<file path="config.mk">
export PLATFORM = sky130hd
export DESIGN_NAME = srf_top
export DESIGN_NICKNAME = d
export VERILOG_FILES = /design/src/inc/srf_pkg.sv /design/src/rtl/srf_acc_bank.sv /design/src/rtl/srf_ptr.sv /design/src/rtl/srf_top.sv
export VERILOG_INCLUDE_DIRS = /design/src /design/src/inc
export SDC_FILE = /design/constraint.sdc
export NUM_CORES = 1
export LEC_CHECK = 0
export BUFFER_PORTS_ARGS = -buffer_cell sky130_fd_sc_hd__buf_2
export CAP_MARGIN = 25
export CORE_UTILIZATION = 55
export DETAILED_ROUTE_END_ITERATION = 8
export PLACE_DENSITY = 0.79
export REMOVE_ABC_BUFFERS = 1
export SYNTH_ARGS = -nofsm -noshare
export SYNTH_HDL_FRONTEND = slang
export SYNTH_HIERARCHICAL = 1
export SYNTH_SLANG_ARGS = --single-unit
</file>
<file path="constraint.sdc">
create_clock -name mclk -period 2.55 [get_ports mclk]
set_input_delay 0.1275 -clock mclk [delete_from_list [all_inputs] [get_ports mclk]]
set_output_delay 0.1275 -clock mclk [all_outputs]
set_load 0.02 [all_outputs]
</file>
<file path="src/inc/srf_defs.svh">
`ifndef SRF_DEFS_SVH
`define SRF_DEFS_SVH
// ****************************************
// Address decode limits
// ****************************************
`define SRF_MOD_FIRST   4'h8
`define SRF_DST_DIRECT  5'h08
`define SRF_SRC_DIRECT  5'h10
// ****************************************
// Register addresses {module, subindex}
// ****************************************
`define SRF_A_AP        8'h80
`define SRF_A_APC       8'h81
`define SRF_A_ACCESS_RIGHTS      8'h82
`define SRF_A_RIGHTS_MASK_STAGE    8'h83
`define SRF_A_PSF       8'h84
`define SRF_A_IC        8'h85
`define SRF_A_RIGHTS_MASK_COMMIT    8'h86
`define SRF_A_SC        8'h88
`define SRF_A_VECTOR_PRIORITY_LOW      8'h89
`define SRF_A_VECTOR_PRIORITY_HIGH      8'h8a
`define SRF_A_RIGHTS_FAULT_FLAGS     8'h8b
`define SRF_A_LOADER_REGION_BOUND      8'h8c
`define SRF_A_APPLICATION_REGION_BOUND      8'h8d
`define SRF_A_CLOCK_DIVIDE_CONTROL      8'h8e
`define SRF_A_WATCHDOG_CONTROL      8'h8f
`define SRF_MOD_ACC     4'h9
`define SRF_A_ACC       8'ha0
`define SRF_A_ACC_AP    8'ha1
`define SRF_MOD_PFX     4'hb
`define SRF_A_IP        8'hc0
`define SRF_A_SP        8'hd1
`define SRF_A_IV        8'hd2
`define SRF_A_LC0       8'hd6
`define SRF_A_LC1       8'hd7
`define SRF_A_OFFS      8'he3
`define SRF_A_DPC       8'he4
`define SRF_A_GR        8'he5
`define SRF_A_GRL       8'he6
`define SRF_A_BP        8'he7
`define SRF_A_GRS       8'he8
`define SRF_A_GRH       8'he9
`define SRF_A_GENERAL_SIGN_EXTENDED      8'hea
`define SRF_A_FP        8'heb
`define SRF_A_DP0       8'hf3
`define SRF_A_DP1       8'hf7
`define SRF_A_CP        8'hfb
// ****************************************
// Field positions
// ****************************************
`define SRF_APC_CLR     7
`define SRF_APC_DIR     6
`define SRF_APC_MOD_HI  2
`define SRF_PSF_RW_HI   4
`define SRF_RIGHTS_FAULT_FLAGS_LO    4
// ****************************************
// Reset values, write masks, static masks
// ****************************************
`define SRF_MODULUS_OFF 3'h0
`define SRF_ACCESS_RIGHTS_RST    4'hf
`define SRF_IPS_RST     2'h3
`define SRF_SC_RST      16'h0480
`define SRF_SC_POR      16'h0782
`define SRF_SC_STATIC   16'h0302
`define SRF_SC_WMASK    16'h07be
`define SRF_CK_STATIC   16'h00e0
`define SRF_CK_WMASK    8'h1f
`define SRF_WD_STATIC   16'h00c6
`define SRF_BOUND_RST   9'h080
`define SRF_IP_RST      16'h8000
`define SRF_SP_RST      10'h3f0
`define SRF_IV_RST      16'h0020
`define SRF_DPC_RST     7'h5c
`endif

</file>
<file path="src/inc/srf_pkg.sv">
package srf_pkg;
  // Register move destination from the decoder
  typedef struct packed {
    logic        vld;
    logic [3:0]  mod;
    logic [4:0]  idx;
    logic        prefix_slots;
    logic        from_acc;
    logic [15:0] data;
  } srf_dst_t;
  // Register move source request
  typedef struct packed {
    logic       vld;
    logic [3:0] mod;
    logic [4:0] idx;
    logic       prefix_slots;
  } srf_src_t;
  // Source read answer
  typedef struct packed {
    logic        vld;
    logic [15:0] data;
  } srf_rsp_t;
  // Arithmetic or logic operation completion
  typedef struct packed {
    logic        done;
    logic        wr;
    logic [15:0] res;
  } srf_alu_t;
  // Pointer update choice
  typedef enum logic [3:0] {
    SRF_HOLD  = 4'b0001,
    SRF_LOAD  = 4'b0010,
    SRF_STEP  = 4'b0100,
    SRF_CLEAR = 4'b1000
  } srf_ptr_op_t;
endpackage

</file>
<file path="src/rtl/srf_acc_bank.sv">
`timescale 1ns/1ps
`include "srf_defs.svh"
module srf_acc_bank #(
  parameter int N = 16,
  parameter int W = 16
) (
  input  wire logic                 mclk,
  input  wire logic                 rst,
  input  wire logic                 wr_en,
  input  wire logic [$clog2(N)-1:0] wr_idx,
  input  wire logic [W-1:0]         wr_data,
  input  wire logic [$clog2(N)-1:0] rd_idx,
  input  wire logic [$clog2(N)-1:0] act_idx,
  output logic      [W-1:0]         rd_data,
  output logic      [W-1:0]         act_data
);
  import srf_pkg::*;
  localparam int AW = $clog2(N);
  logic [W-1:0] acc_r [N];
  // One accumulator per slot, cleared on every reset
  for (genvar g = 0; g < N; g++)
  begin : g_acc
    always_ff @(posedge mclk)
    begin
      if (rst)
        acc_r[g] <= '0;
      else if (wr_en && (wr_idx == AW'(g)))
        acc_r[g] <= wr_data;
    end
  end
  // Direct and working accumulator reads
  assign rd_data  = acc_r[rd_idx];
  assign act_data = acc_r[act_idx];
endmodule

</file>
<file path="src/rtl/srf_ptr.sv">
`timescale 1ns/1ps
`include "srf_defs.svh"
module srf_ptr (
  input  wire logic       mclk,
  input  wire logic       rst,
  input  wire logic       ap_wr,
  input  wire logic       ap_from_acc,
  input  wire logic [3:0] ap_data,
  input  wire logic       apc_wr,
  input  wire logic [7:0] apc_data,
  input  wire logic       op_done,
  output logic      [3:0] ap_r,
  output logic      [2:0] mod_r,
  output logic            dir_r
);
  import srf_pkg::*;
  srf_ptr_op_t op;
  logic [3:0]  mask;
  logic [3:0]  stepped;
  // Width of the stepped field from the modulus
  always_comb
  begin
    case (mod_r)
      3'h0:    mask = 4'h0;
      3'h1:    mask = 4'h1;
      3'h2:    mask = 4'h3;
      3'h3:    mask = 4'h7;
      default: mask = 4'hf;
    endcase
  end
  // Wrap inside the field, keep the bits above it
  assign stepped = (ap_r & ~mask) | ((dir_r ? ap_r - 4'h1 : ap_r + 4'h1) & mask);
  // Update priority: clear, move, operation step
  always_comb
  begin
    if (apc_wr && apc_data[`SRF_APC_CLR])
      op = SRF_CLEAR;
    else if (ap_wr && ap_from_acc && (mod_r != `SRF_MODULUS_OFF))
      op = SRF_STEP;
    else if (ap_wr)
      op = SRF_LOAD;
    else if (op_done && (mod_r != `SRF_MODULUS_OFF))
      op = SRF_STEP;
    else
      op = SRF_HOLD;
  end
  // Pointer register
  always_ff @(posedge mclk)
  begin
    if (rst)
      ap_r <= 4'h0;
    else
    begin
      case (op)
        SRF_CLEAR: ap_r <= 4'h0;
        SRF_STEP:  ap_r <= stepped;
        SRF_LOAD:  ap_r <= ap_data;
        SRF_HOLD:  ap_r <= ap_r;
        default:   ap_r <= ap_r;
      endcase
    end
  end
  // Control register, clear bit is not stored
  always_ff @(posedge mclk)
  begin
    if (rst)
    begin
      mod_r <= 3'h0;
      dir_r <= 1'b0;
    end
    else if (apc_wr)
    begin
      mod_r <= apc_data[`SRF_APC_MOD_HI:0];
      dir_r <= apc_data[`SRF_APC_DIR];
    end
  end
endmodule

</file>
<file path="src/rtl/srf_top.sv">
`timescale 1ns/1ps
`include "srf_defs.svh"
module srf_top #(
  parameter logic [8:0] BOUND_RST = `SRF_BOUND_RST
) (
  input  wire logic             mclk,
  input  wire logic             rst,
  input  wire logic             por,
  input  srf_pkg::srf_dst_t     dst,
  input  srf_pkg::srf_src_t     src,
  input  srf_pkg::srf_alu_t     alu,
  output srf_pkg::srf_rsp_t     rsp_r,
  output logic      [3:0]       ap_o,
  output logic      [15:0]      acc_r
);
  import srf_pkg::*;
  // ****************************************
  // Decode and reset helpers
  // ****************************************
  // Subindex reachable with or without the prefix
  function automatic logic idx_legal(input logic [4:0] idx, input logic prefix_slots,
                                     input logic [4:0] lim);
    idx_legal = (idx < lim) || prefix_slots;
  endfunction
  // Static bits survive unless the reset is power-on
  function automatic logic [15:0] keep_static(input logic [15:0] cur, input logic [15:0] rv,
                                              input logic [15:0] sm, input logic [15:0] pv,
                                              input logic pwr);
    keep_static = pwr ? pv : ((cur & sm) | (rv & ~sm));
  endfunction
  logic [7:0]  wa;
  logic [7:0]  ra;
  logic        wr_ok;
  logic        rd_ok;
  logic [15:0] wd;
  logic [15:0] rd_nxt;
  logic [3:0]  ap_w;
  logic [2:0]  mod_w;
  logic        dir_w;
  logic [15:0] acc_rd;
  logic [15:0] acc_act;
  logic        acc_wr;
  logic [3:0]  acc_widx;
  logic [15:0] acc_wdata;
  logic [3:0]  access_rights_r;
  logic [3:0]  rights_mask_stage_r;
  logic [4:0]  psf_r;
  logic        ige_r;
  logic [1:0]  ips_r;
  logic [15:0] sc_r;
  logic [15:0] vector_priority_low_r;
  logic [15:0] vector_priority_high_r;
  logic [3:0]  rights_fault_flags_r;
  logic [8:0]  loader_region_bound_r;
  logic [8:0]  application_region_bound_r;
  logic [7:0]  clock_divide_control_r;
  logic [7:0]  watchdog_control_r;
  logic [15:0] ck_keep;
  logic [15:0] wd_keep;
  logic [15:0] pfx_r [8];
  logic [15:0] ip_r;
  logic [9:0]  sp_r;
  logic [15:0] iv_r;
  logic [15:0] lc0_r;
  logic [15:0] lc1_r;
  logic [7:0]  offs_r;
  logic [6:0]  dpc_r;
  logic [7:0]  grl_r;
  logic [7:0]  grh_r;
  logic [15:0] bp_r;
  logic [15:0] dp0_r;
  logic [15:0] dp1_r;
  logic [15:0] cp_r;
  // ****************************************
  // Address decode
  // ****************************************
  // Only system modules with subindex below 10h map
  assign wa    = {dst.mod, dst.idx[3:0]};
  assign ra    = {src.mod, src.idx[3:0]};
  assign wd    = dst.data;
  assign wr_ok = dst.vld && (dst.mod >= `SRF_MOD_FIRST) && !dst.idx[4]
                 && idx_legal(dst.idx, dst.prefix_slots, `SRF_DST_DIRECT);
  assign rd_ok = src.vld && (src.mod >= `SRF_MOD_FIRST) && !src.idx[4]
                 && idx_legal(src.idx, src.prefix_slots, `SRF_SRC_DIRECT);
  // ****************************************
  // Accumulator pointer and bank
  // ****************************************
  srf_ptr u_ptr (
    .mclk        (mclk),
    .rst         (rst),
    .ap_wr       (wr_ok && (wa == `SRF_A_AP)),
    .ap_from_acc (dst.from_acc),
    .ap_data     (wd[3:0]),
    .apc_wr      (wr_ok && (wa == `SRF_A_APC)),
    .apc_data    (wd[7:0]),
    .op_done     (alu.done),
    .ap_r        (ap_w),
    .mod_r       (mod_w),
    .dir_r       (dir_w)
  );
  assign ap_o = ap_w;
  // Move writes win over a result write in the same cycle
  always_comb
  begin
    acc_wr    = 1'b0;
    acc_widx  = ap_w;
    acc_wdata = wd;
    if (wr_ok && (dst.mod == `SRF_MOD_ACC))
    begin
      acc_wr   = 1'b1;
      acc_widx = dst.idx[3:0];
    end
    else if (wr_ok && ((wa == `SRF_A_ACC) || (wa == `SRF_A_ACC_AP)))
      acc_wr = 1'b1;
    else if (alu.done && alu.wr)
    begin
      acc_wr    = 1'b1;
      acc_wdata = alu.res;
    end
  end
  srf_acc_bank #(
    .N (16),
    .W (16)
  ) u_bank (
    .mclk     (mclk),
    .rst      (rst),
    .wr_en    (acc_wr),
    .wr_idx   (acc_widx),
    .wr_data  (acc_wdata),
    .rd_idx   (src.idx[3:0]),
    .act_idx  (ap_w),
    .rd_data  (acc_rd),
    .act_data (acc_act)
  );
  // Registered copy of the working accumulator
  always_ff @(posedge mclk)
  begin
    if (rst)
      acc_r <= 16'h0000;
    else
      acc_r <= acc_act;
  end
  // ****************************************
  // Privilege, flags, interrupt control
  // ****************************************
  // Atomic privilege update through the mask stage
  always_ff @(posedge mclk)
  begin
    if (rst)
    begin
      access_rights_r   <= `SRF_ACCESS_RIGHTS_RST;
      rights_mask_stage_r <= 4'h0;
    end
    else if (wr_ok && (wa == `SRF_A_ACCESS_RIGHTS))
    begin
      access_rights_r   <= wd[3:0];
      rights_mask_stage_r <= 4'h0;
    end
    else if (wr_ok && (wa == `SRF_A_RIGHTS_MASK_COMMIT))
    begin
      access_rights_r   <= rights_mask_stage_r & wd[3:0];
      rights_mask_stage_r <= 4'h0;
    end
    else if (wr_ok && (wa == `SRF_A_RIGHTS_MASK_STAGE))
      rights_mask_stage_r <= wd[3:0];
  end
  // Writable flags, interrupt enable and fault flags
  always_ff @(posedge mclk)
  begin
    if (rst)
    begin
      psf_r   <= 5'h00;
      ige_r   <= 1'b0;
      ips_r   <= `SRF_IPS_RST;
      rights_fault_flags_r <= 4'h0;
    end
    else
    begin
      if (wr_ok && (wa == `SRF_A_PSF))
        psf_r <= wd[`SRF_PSF_RW_HI:0];
      if (wr_ok && (wa == `SRF_A_IC))
        ige_r <= wd[0];
      if (wr_ok && (wa == `SRF_A_RIGHTS_FAULT_FLAGS))
        rights_fault_flags_r <= wd[`SRF_RIGHTS_FAULT_FLAGS_LO+3:`SRF_RIGHTS_FAULT_FLAGS_LO];
    end
  end
  // ****************************************
  // Control registers with static bits
  // ****************************************
  // Reset images of the byte-wide controls
  assign ck_keep = keep_static({8'h00, clock_divide_control_r}, 16'h0000, `SRF_CK_STATIC, 16'h0000, por);
  assign wd_keep = keep_static({8'h00, watchdog_control_r}, 16'h0000, `SRF_WD_STATIC, 16'h0000, por);
  always_ff @(posedge mclk)
  begin
    if (rst)
    begin
      sc_r   <= keep_static(sc_r, `SRF_SC_RST, `SRF_SC_STATIC, `SRF_SC_POR, por);
      clock_divide_control_r <= ck_keep[7:0];
      watchdog_control_r <= wd_keep[7:0];
    end
    else
    begin
      if (wr_ok && (wa == `SRF_A_SC))
        sc_r <= wd & `SRF_SC_WMASK;
      if (wr_ok && (wa == `SRF_A_CLOCK_DIVIDE_CONTROL))
        clock_divide_control_r <= (clock_divide_control_r & ~`SRF_CK_WMASK) | (wd[7:0] & `SRF_CK_WMASK);
      if (wr_ok && (wa == `SRF_A_WATCHDOG_CONTROL))
        watchdog_control_r <= wd[7:0];
    end
  end
  // Priorities and memory region bounds
  always_ff @(posedge mclk)
  begin
    if (rst)
    begin
      vector_priority_low_r <= 16'h0000;
      vector_priority_high_r <= 16'h0000;
      loader_region_bound_r <= BOUND_RST;
      application_region_bound_r <= BOUND_RST;
    end
    else
    begin
      if (wr_ok && (wa == `SRF_A_VECTOR_PRIORITY_LOW))
        vector_priority_low_r <= wd;
      if (wr_ok && (wa == `SRF_A_VECTOR_PRIORITY_HIGH))
        vector_priority_high_r <= wd;
      if (wr_ok && (wa == `SRF_A_LOADER_REGION_BOUND))
        loader_region_bound_r <= wd[8:0];
      if (wr_ok && (wa == `SRF_A_APPLICATION_REGION_BOUND))
        application_region_bound_r <= wd[8:0];
    end
  end
  // ****************************************
  // Prefix slots and program flow
  // ****************************************
  for (genvar g = 0; g < 8; g++)
  begin : g_pfx
    always_ff @(posedge mclk)
    begin
      if (rst)
        pfx_r[g] <= 16'h0000;
      else if (wr_ok && (dst.mod == `SRF_MOD_PFX) && (dst.idx[2:0] == 3'(g)))
        pfx_r[g] <= wd;
    end
  end
  always_ff @(posedge mclk)
  begin
    if (rst)
    begin
      ip_r  <= `SRF_IP_RST;
      sp_r  <= `SRF_SP_RST;
      iv_r  <= `SRF_IV_RST;
      lc0_r <= 16'h0000;
      lc1_r <= 16'h0000;
    end
    else
    begin
      if (wr_ok && (wa == `SRF_A_IP))
        ip_r <= wd;
      if (wr_ok && (wa == `SRF_A_SP))
        sp_r <= wd[9:0];
      if (wr_ok && (wa == `SRF_A_IV))
        iv_r <= wd;
      if (wr_ok && (wa == `SRF_A_LC0))
        lc0_r <= wd;
      if (wr_ok && (wa == `SRF_A_LC1))
        lc1_r <= wd;
    end
  end
  // ****************************************
  // Data pointers and general register
  // ****************************************
  always_ff @(posedge mclk)
  begin
    if (rst)
    begin
      offs_r <= 8'h00;
      dpc_r  <= `SRF_DPC_RST;
      bp_r   <= 16'h0000;
      dp0_r  <= 16'h0000;
      dp1_r  <= 16'h0000;
      cp_r   <= 16'h0000;
    end
    else
    begin
      if (wr_ok && (wa == `SRF_A_OFFS))
        offs_r <= wd[7:0];
      if (wr_ok && (wa == `SRF_A_DPC))
        dpc_r <= wd[6:0];
      if (wr_ok && (wa == `SRF_A_BP))
        bp_r <= wd;
      if (wr_ok && (wa == `SRF_A_DP0))
        dp0_r <= wd;
      if (wr_ok && (wa == `SRF_A_DP1))
        dp1_r <= wd;
      if (wr_ok && (wa == `SRF_A_CP))
        cp_r <= wd;
    end
  end
  // Word and byte views of the general register
  always_ff @(posedge mclk)
  begin
    if (rst)
    begin
      grl_r <= 8'h00;
      grh_r <= 8'h00;
    end
    else if (wr_ok && (wa == `SRF_A_GR))
    begin
      grl_r <= wd[7:0];
      grh_r <= wd[15:8];
    end
    else
    begin
      if (wr_ok && (wa == `SRF_A_GRL))
        grl_r <= wd[7:0];
      if (wr_ok && (wa == `SRF_A_GRH))
        grh_r <= wd[7:0];
    end
  end
  // ****************************************
  // Source read mux and answer
  // ****************************************
  always_comb
  begin
    rd_nxt = 16'h0000;
    if (src.mod == `SRF_MOD_ACC)
      rd_nxt = acc_rd;
    else if (src.mod == `SRF_MOD_PFX)
      rd_nxt = src.idx[3] ? 16'h0000 : pfx_r[src.idx[2:0]];
    else
    begin
      case (ra)
        `SRF_A_AP:     rd_nxt = {12'h000, ap_w};
        `SRF_A_APC:    rd_nxt = {8'h00, 1'b0, dir_w, 3'h0, mod_w};
        `SRF_A_ACCESS_RIGHTS:   rd_nxt = {12'h000, access_rights_r};
        `SRF_A_RIGHTS_MASK_STAGE: rd_nxt = {12'h000, rights_mask_stage_r};
        `SRF_A_PSF:    rd_nxt = {8'h00, acc_act == 16'h0000, acc_act[15], 1'b0, psf_r};
        `SRF_A_IC:     rd_nxt = {12'h000, ips_r, 1'b0, ige_r};
        `SRF_A_SC:     rd_nxt = sc_r;
        `SRF_A_VECTOR_PRIORITY_LOW:   rd_nxt = vector_priority_low_r;
        `SRF_A_VECTOR_PRIORITY_HIGH:   rd_nxt = vector_priority_high_r;
        `SRF_A_RIGHTS_FAULT_FLAGS:  rd_nxt = {8'h00, rights_fault_flags_r, 4'h0};
        `SRF_A_LOADER_REGION_BOUND:   rd_nxt = {7'h00, loader_region_bound_r};
        `SRF_A_APPLICATION_REGION_BOUND:   rd_nxt = {7'h00, application_region_bound_r};
        `SRF_A_CLOCK_DIVIDE_CONTROL:   rd_nxt = {8'h00, clock_divide_control_r};
        `SRF_A_WATCHDOG_CONTROL:   rd_nxt = {8'h00, watchdog_control_r};
        `SRF_A_ACC:    rd_nxt = acc_act;
        `SRF_A_ACC_AP: rd_nxt = acc_act;
        `SRF_A_IP:     rd_nxt = ip_r;
        `SRF_A_SP:     rd_nxt = {6'h00, sp_r};
        `SRF_A_IV:     rd_nxt = iv_r;
        `SRF_A_LC0:    rd_nxt = lc0_r;
        `SRF_A_LC1:    rd_nxt = lc1_r;
        `SRF_A_OFFS:   rd_nxt = {8'h00, offs_r};
        `SRF_A_DPC:    rd_nxt = {9'h000, dpc_r};
        `SRF_A_GR:     rd_nxt = {grh_r, grl_r};
        `SRF_A_GRL:    rd_nxt = {8'h00, grl_r};
        `SRF_A_BP:     rd_nxt = bp_r;
        `SRF_A_GRS:    rd_nxt = {grl_r, grh_r};
        `SRF_A_GRH:    rd_nxt = {8'h00, grh_r};
        `SRF_A_GENERAL_SIGN_EXTENDED:   rd_nxt = {{8{grl_r[7]}}, grl_r};
        `SRF_A_FP:     rd_nxt = bp_r + {8'h00, offs_r};
        `SRF_A_DP0:    rd_nxt = dp0_r;
        `SRF_A_DP1:    rd_nxt = dp1_r;
        `SRF_A_CP:     rd_nxt = cp_r;
        default:       rd_nxt = 16'h0000;
      endcase
    end
  end
  // Answer one cycle after the request
  always_ff @(posedge mclk)
  begin
    if (rst)
    begin
      rsp_r.vld  <= 1'b0;
      rsp_r.data <= 16'h0000;
    end
    else
    begin
      rsp_r.vld  <= src.vld;
      rsp_r.data <= rd_ok ? rd_nxt : 16'h0000;
    end
  end
endmodule

</file>
==> results.yml <==
run_status:
  status: "finished with violations"
  violations: "setup timing"
logic_synthesis:
  synth_cell_types: 88
  synth_ff_type: "edfxtp_1"
  synth-edff-count: 406
  avgSynthCellArea_sq_um: 11.7
  ys_warn_count: 6
  async_flop_share_pct: 0
  synth-seq-area-share_pct: 52.3
  synth-seq-cells: 684
  syn_area_sq_um: 34000
  synth_cells: 2908
  yosysTopAreaCell: "edfxtp_1"
  synth_top_area_share_pct: 35.9
  synth_area_leaders: "edfxtp_1 (36%), dfxtp_1 (16%), mux4_2 (11%), mux2i_1 (6.3%), and2_1 (6.1%)"
setup_path:
  slowest_stage: "mux4_2"
  arrival_ps: 3200
  cp_max_fo: 7
  end_kind: "flip-flop"
  critical_path.max_stage_delay_ps: 520
  critPathRequiredTime_ps: 3090
  path_cells: "buf_4 -> mux4_2 -> a22oi_1 -> nand2_1 -> nor4_2 -> and4_1 -> a32o_1 -> a2111oi_1 -> a31oi_1"
  crit_path_start_kind: "flip-flop"
  worstSetupPathType: "flip-flop to flip-flop"
global_routing:
  grt_max_degree: 112
  grt_util_all_layers_pct: 38.6
  antenna_found_initial: 1
  grt_pass1_wl_um: 177000
  grt_overflow: 0
  grt_pass1_vias: 26700
clock_network:
  numCtsBuffers: 73
  cts_tree: "built"
  h-tree-depth: 3
  worstSkewPairLatency_ps: 630
  clk_pin_slew_ps: 60
  clockRootBuffer: "clkbuf_16"
  clockBufferDepth: 3
  cts.sinks: 684
placement:
  pre_cts_slack_ps: -275
  gp_congestion: 1.03
  hpwl_um: 86400
  postPlaceCellArea_sq_um: 37600
  place_inst: 3885
  port-buffer-count: 95
timing:
  whs_ps: 17.5
  finalCriticalPeriod_ps: 2660
  fin_skew_ps: 20.1
  slew_violations: 0
  rsz0062_at_grt: "yes"
  setup_slack_ps: -109
  fmax_mhz: 376
  hold_violations: 0
  period_share_pct: 104
  tightest_slew_ps: 753
  max_slew_margin_pct: 49.8
  finalSetupViolations: 6
  tns_ps: -367
cells_and_area:
  seqCellArea_sq_um: 17800
  instances_no_fill: 4044
  layout_common_cells: "edfxtp_1 (406), nor2_1 (331), and2_1 (331), buf_4 (281), dfxtp_1 (276)"
  syn_to_final_growth_pct: 19.5
  nFillCells: 4325
  drive_gt1_share_pct: 25.6
  mostFrequentLayoutCell: "edfxtp_1"
  num-nets-final: 3273
  multi_input_area_sq_um: 15400
  finalInstanceArea_sq_um: 40600
  utilization_pct: 66.9
hold_path:
  hp-class: "primary input to flip-flop"
floorplanning:
  core-area_sq_um: 60700
  die_y_um: 250
  die_x_um: 250
  die-area_sq_um: 62700
  io_pins: 97
  start_util_pct: 55.9
  rows: 90
routing:
  wl_per_cell_um: 29.9
  routed.top_layer: "met4"
  via_count: 26900
  wl_met2_um: 54800
  ant_nets: 0
  routed_via_density: 6.65
  drc: 0
  finalWirelength_um: 121000
  drt-met1-wl_um: 44000
  wl_met3_um: 14400
  drt-pass1-iter-count: 7
  drt_first_iter_violations: 3719
power:
  switchingPower_mw: 6.06
  p_sw_share_pct: 24.1
  combPwrFrac_pct: 8.9
  p_total_mw: 25.1
  peakVddDrop_v: 0.000694
  leakagePower_nw: 15.6
  seqPwrFrac_pct: 48.3
  p_int_mw: 19.1
  cellPowerDensity_nw_per_um2: 620
  clkPwrFrac_pct: 42.8
flow_run:
  maxCapViolCount: 0
synth_stat cells, types with 12 or more instances:
master    number
o21ai_0       48
nand2b_1      32
buf_2         32
a211o_1       14
nor2b_1       42
mux2i_1      214
edfxtp_1     406
nor3_1        23
mux4_2       163
mux2_2        30
o21ai_1       12
buf_1         15
a21oi_1       79
nand2_1      180
and2_1       331
and3_1        22
clkbuf_1     171
dfxtp_1      278
a32oi_1       25
inv_1         25
o21bai_1      17
a22oi_1      112
a31oi_1       20
nand4_1       14
nand3_1       65
nor2_1       331
a22o_1        16
worst max-delay path: cells and delay by family, from the launching register on:
family / cells / cell delay, ps
muxes: 1 / 520
buffers and inverters: 1 / 220
and+or+nand+nor: 3 / 680
DFF: 1 / 440
AOI/OAI and AO/OA: 4 / 720
repair_timing:
| item | in CTS | in global routing |
|---|---|---|
| hold buffers | 10 | 0 |
| endpoints found under the setup margin | 12 | 14 |
| hold endpoints to repair | 13 | 0 |
| pin swaps | 23 | 22 |
| setup buffers | 14 | 3 |
| resized for setup | 49 | 31 |
logic make-up (layout without fill, tap and decap cells):
group | count (synthesis) | after routing | synth area share, %
and+or+nand+nor | 1115 | 1115 | 17.0
DFF | 684 | 684 | 52.3
AOI/OAI and AO/OA | 415 | 415 | 8.52
muxes | 409 | 409 | 18.2
buffers and inverters | 265 | 616 | 3.31
adders and majority gates | 12 | 12 | 0.486
xor gates and xnor gates | 8 | 8 | 0.206
other | 0 | 3 | 0
layout make-up:
type	count	area share, %
flip-flops and latches	684	43.8
multi-input cells	1959	37.9
repair buffers	456	9.79
clock buffers	107	5.20
well taps	782	2.41
clock inverters	26	0.672
inverters	27	0.250
diodes	3	0.0185
final timing paths:
check | startpoint | slack [ps] | cells past startpoint | to
worst max-delay path | u_ptr/ap_r[0] | -110 | 9 | rsp_r[7]
worst min register to register | iv_r[0] | 460 | 2 | iv_r[0]
worst max register to register | u_ptr/ap_r[0] | -110 | 9 | rsp_r[7]
worst min-delay path | dst[14] | 20 | 3 | iv_r[14]
state kept, by name, summed over array words and instances (netlist names), 10 cells and up:
name	cells
vector_priority_high_r	16
dp0_r	16
lc0_r	16
ip_r	16
cp_r	16
pfx_r	128
acc_r	16
vector_priority_low_r	16
bp_r	16
u_bank/acc_r	256
rsp_r	17
sp_r	10
dp1_r	16
iv_r	16
lc1_r	16
routing by layer:
metal,vias to the layer above,GRT usage [%]
met3,408,8.97
met1,13200,50.3
met2,2000,60.5
li1,11300,-
met4,0,20.1
met5,-,0
power groups by stage:
| stage | Clock, mW | Combinational, mW | Sequential [mW] |
|---|---|---|---|
| after floorplan | 0 | 0.815 | 12.3 |
| after global placement | 0 | 2.05 | 12.3 |
| after detailed placement | 0 | 2.10 | 12.4 |
| after CTS | 10.8 | 2.16 | 12.1 |
| after global routing | 11.2 | 2.30 | 12.2 |
| final | 10.8 | 2.25 | 12.1 |
Power figures use the tool's default switching activity.
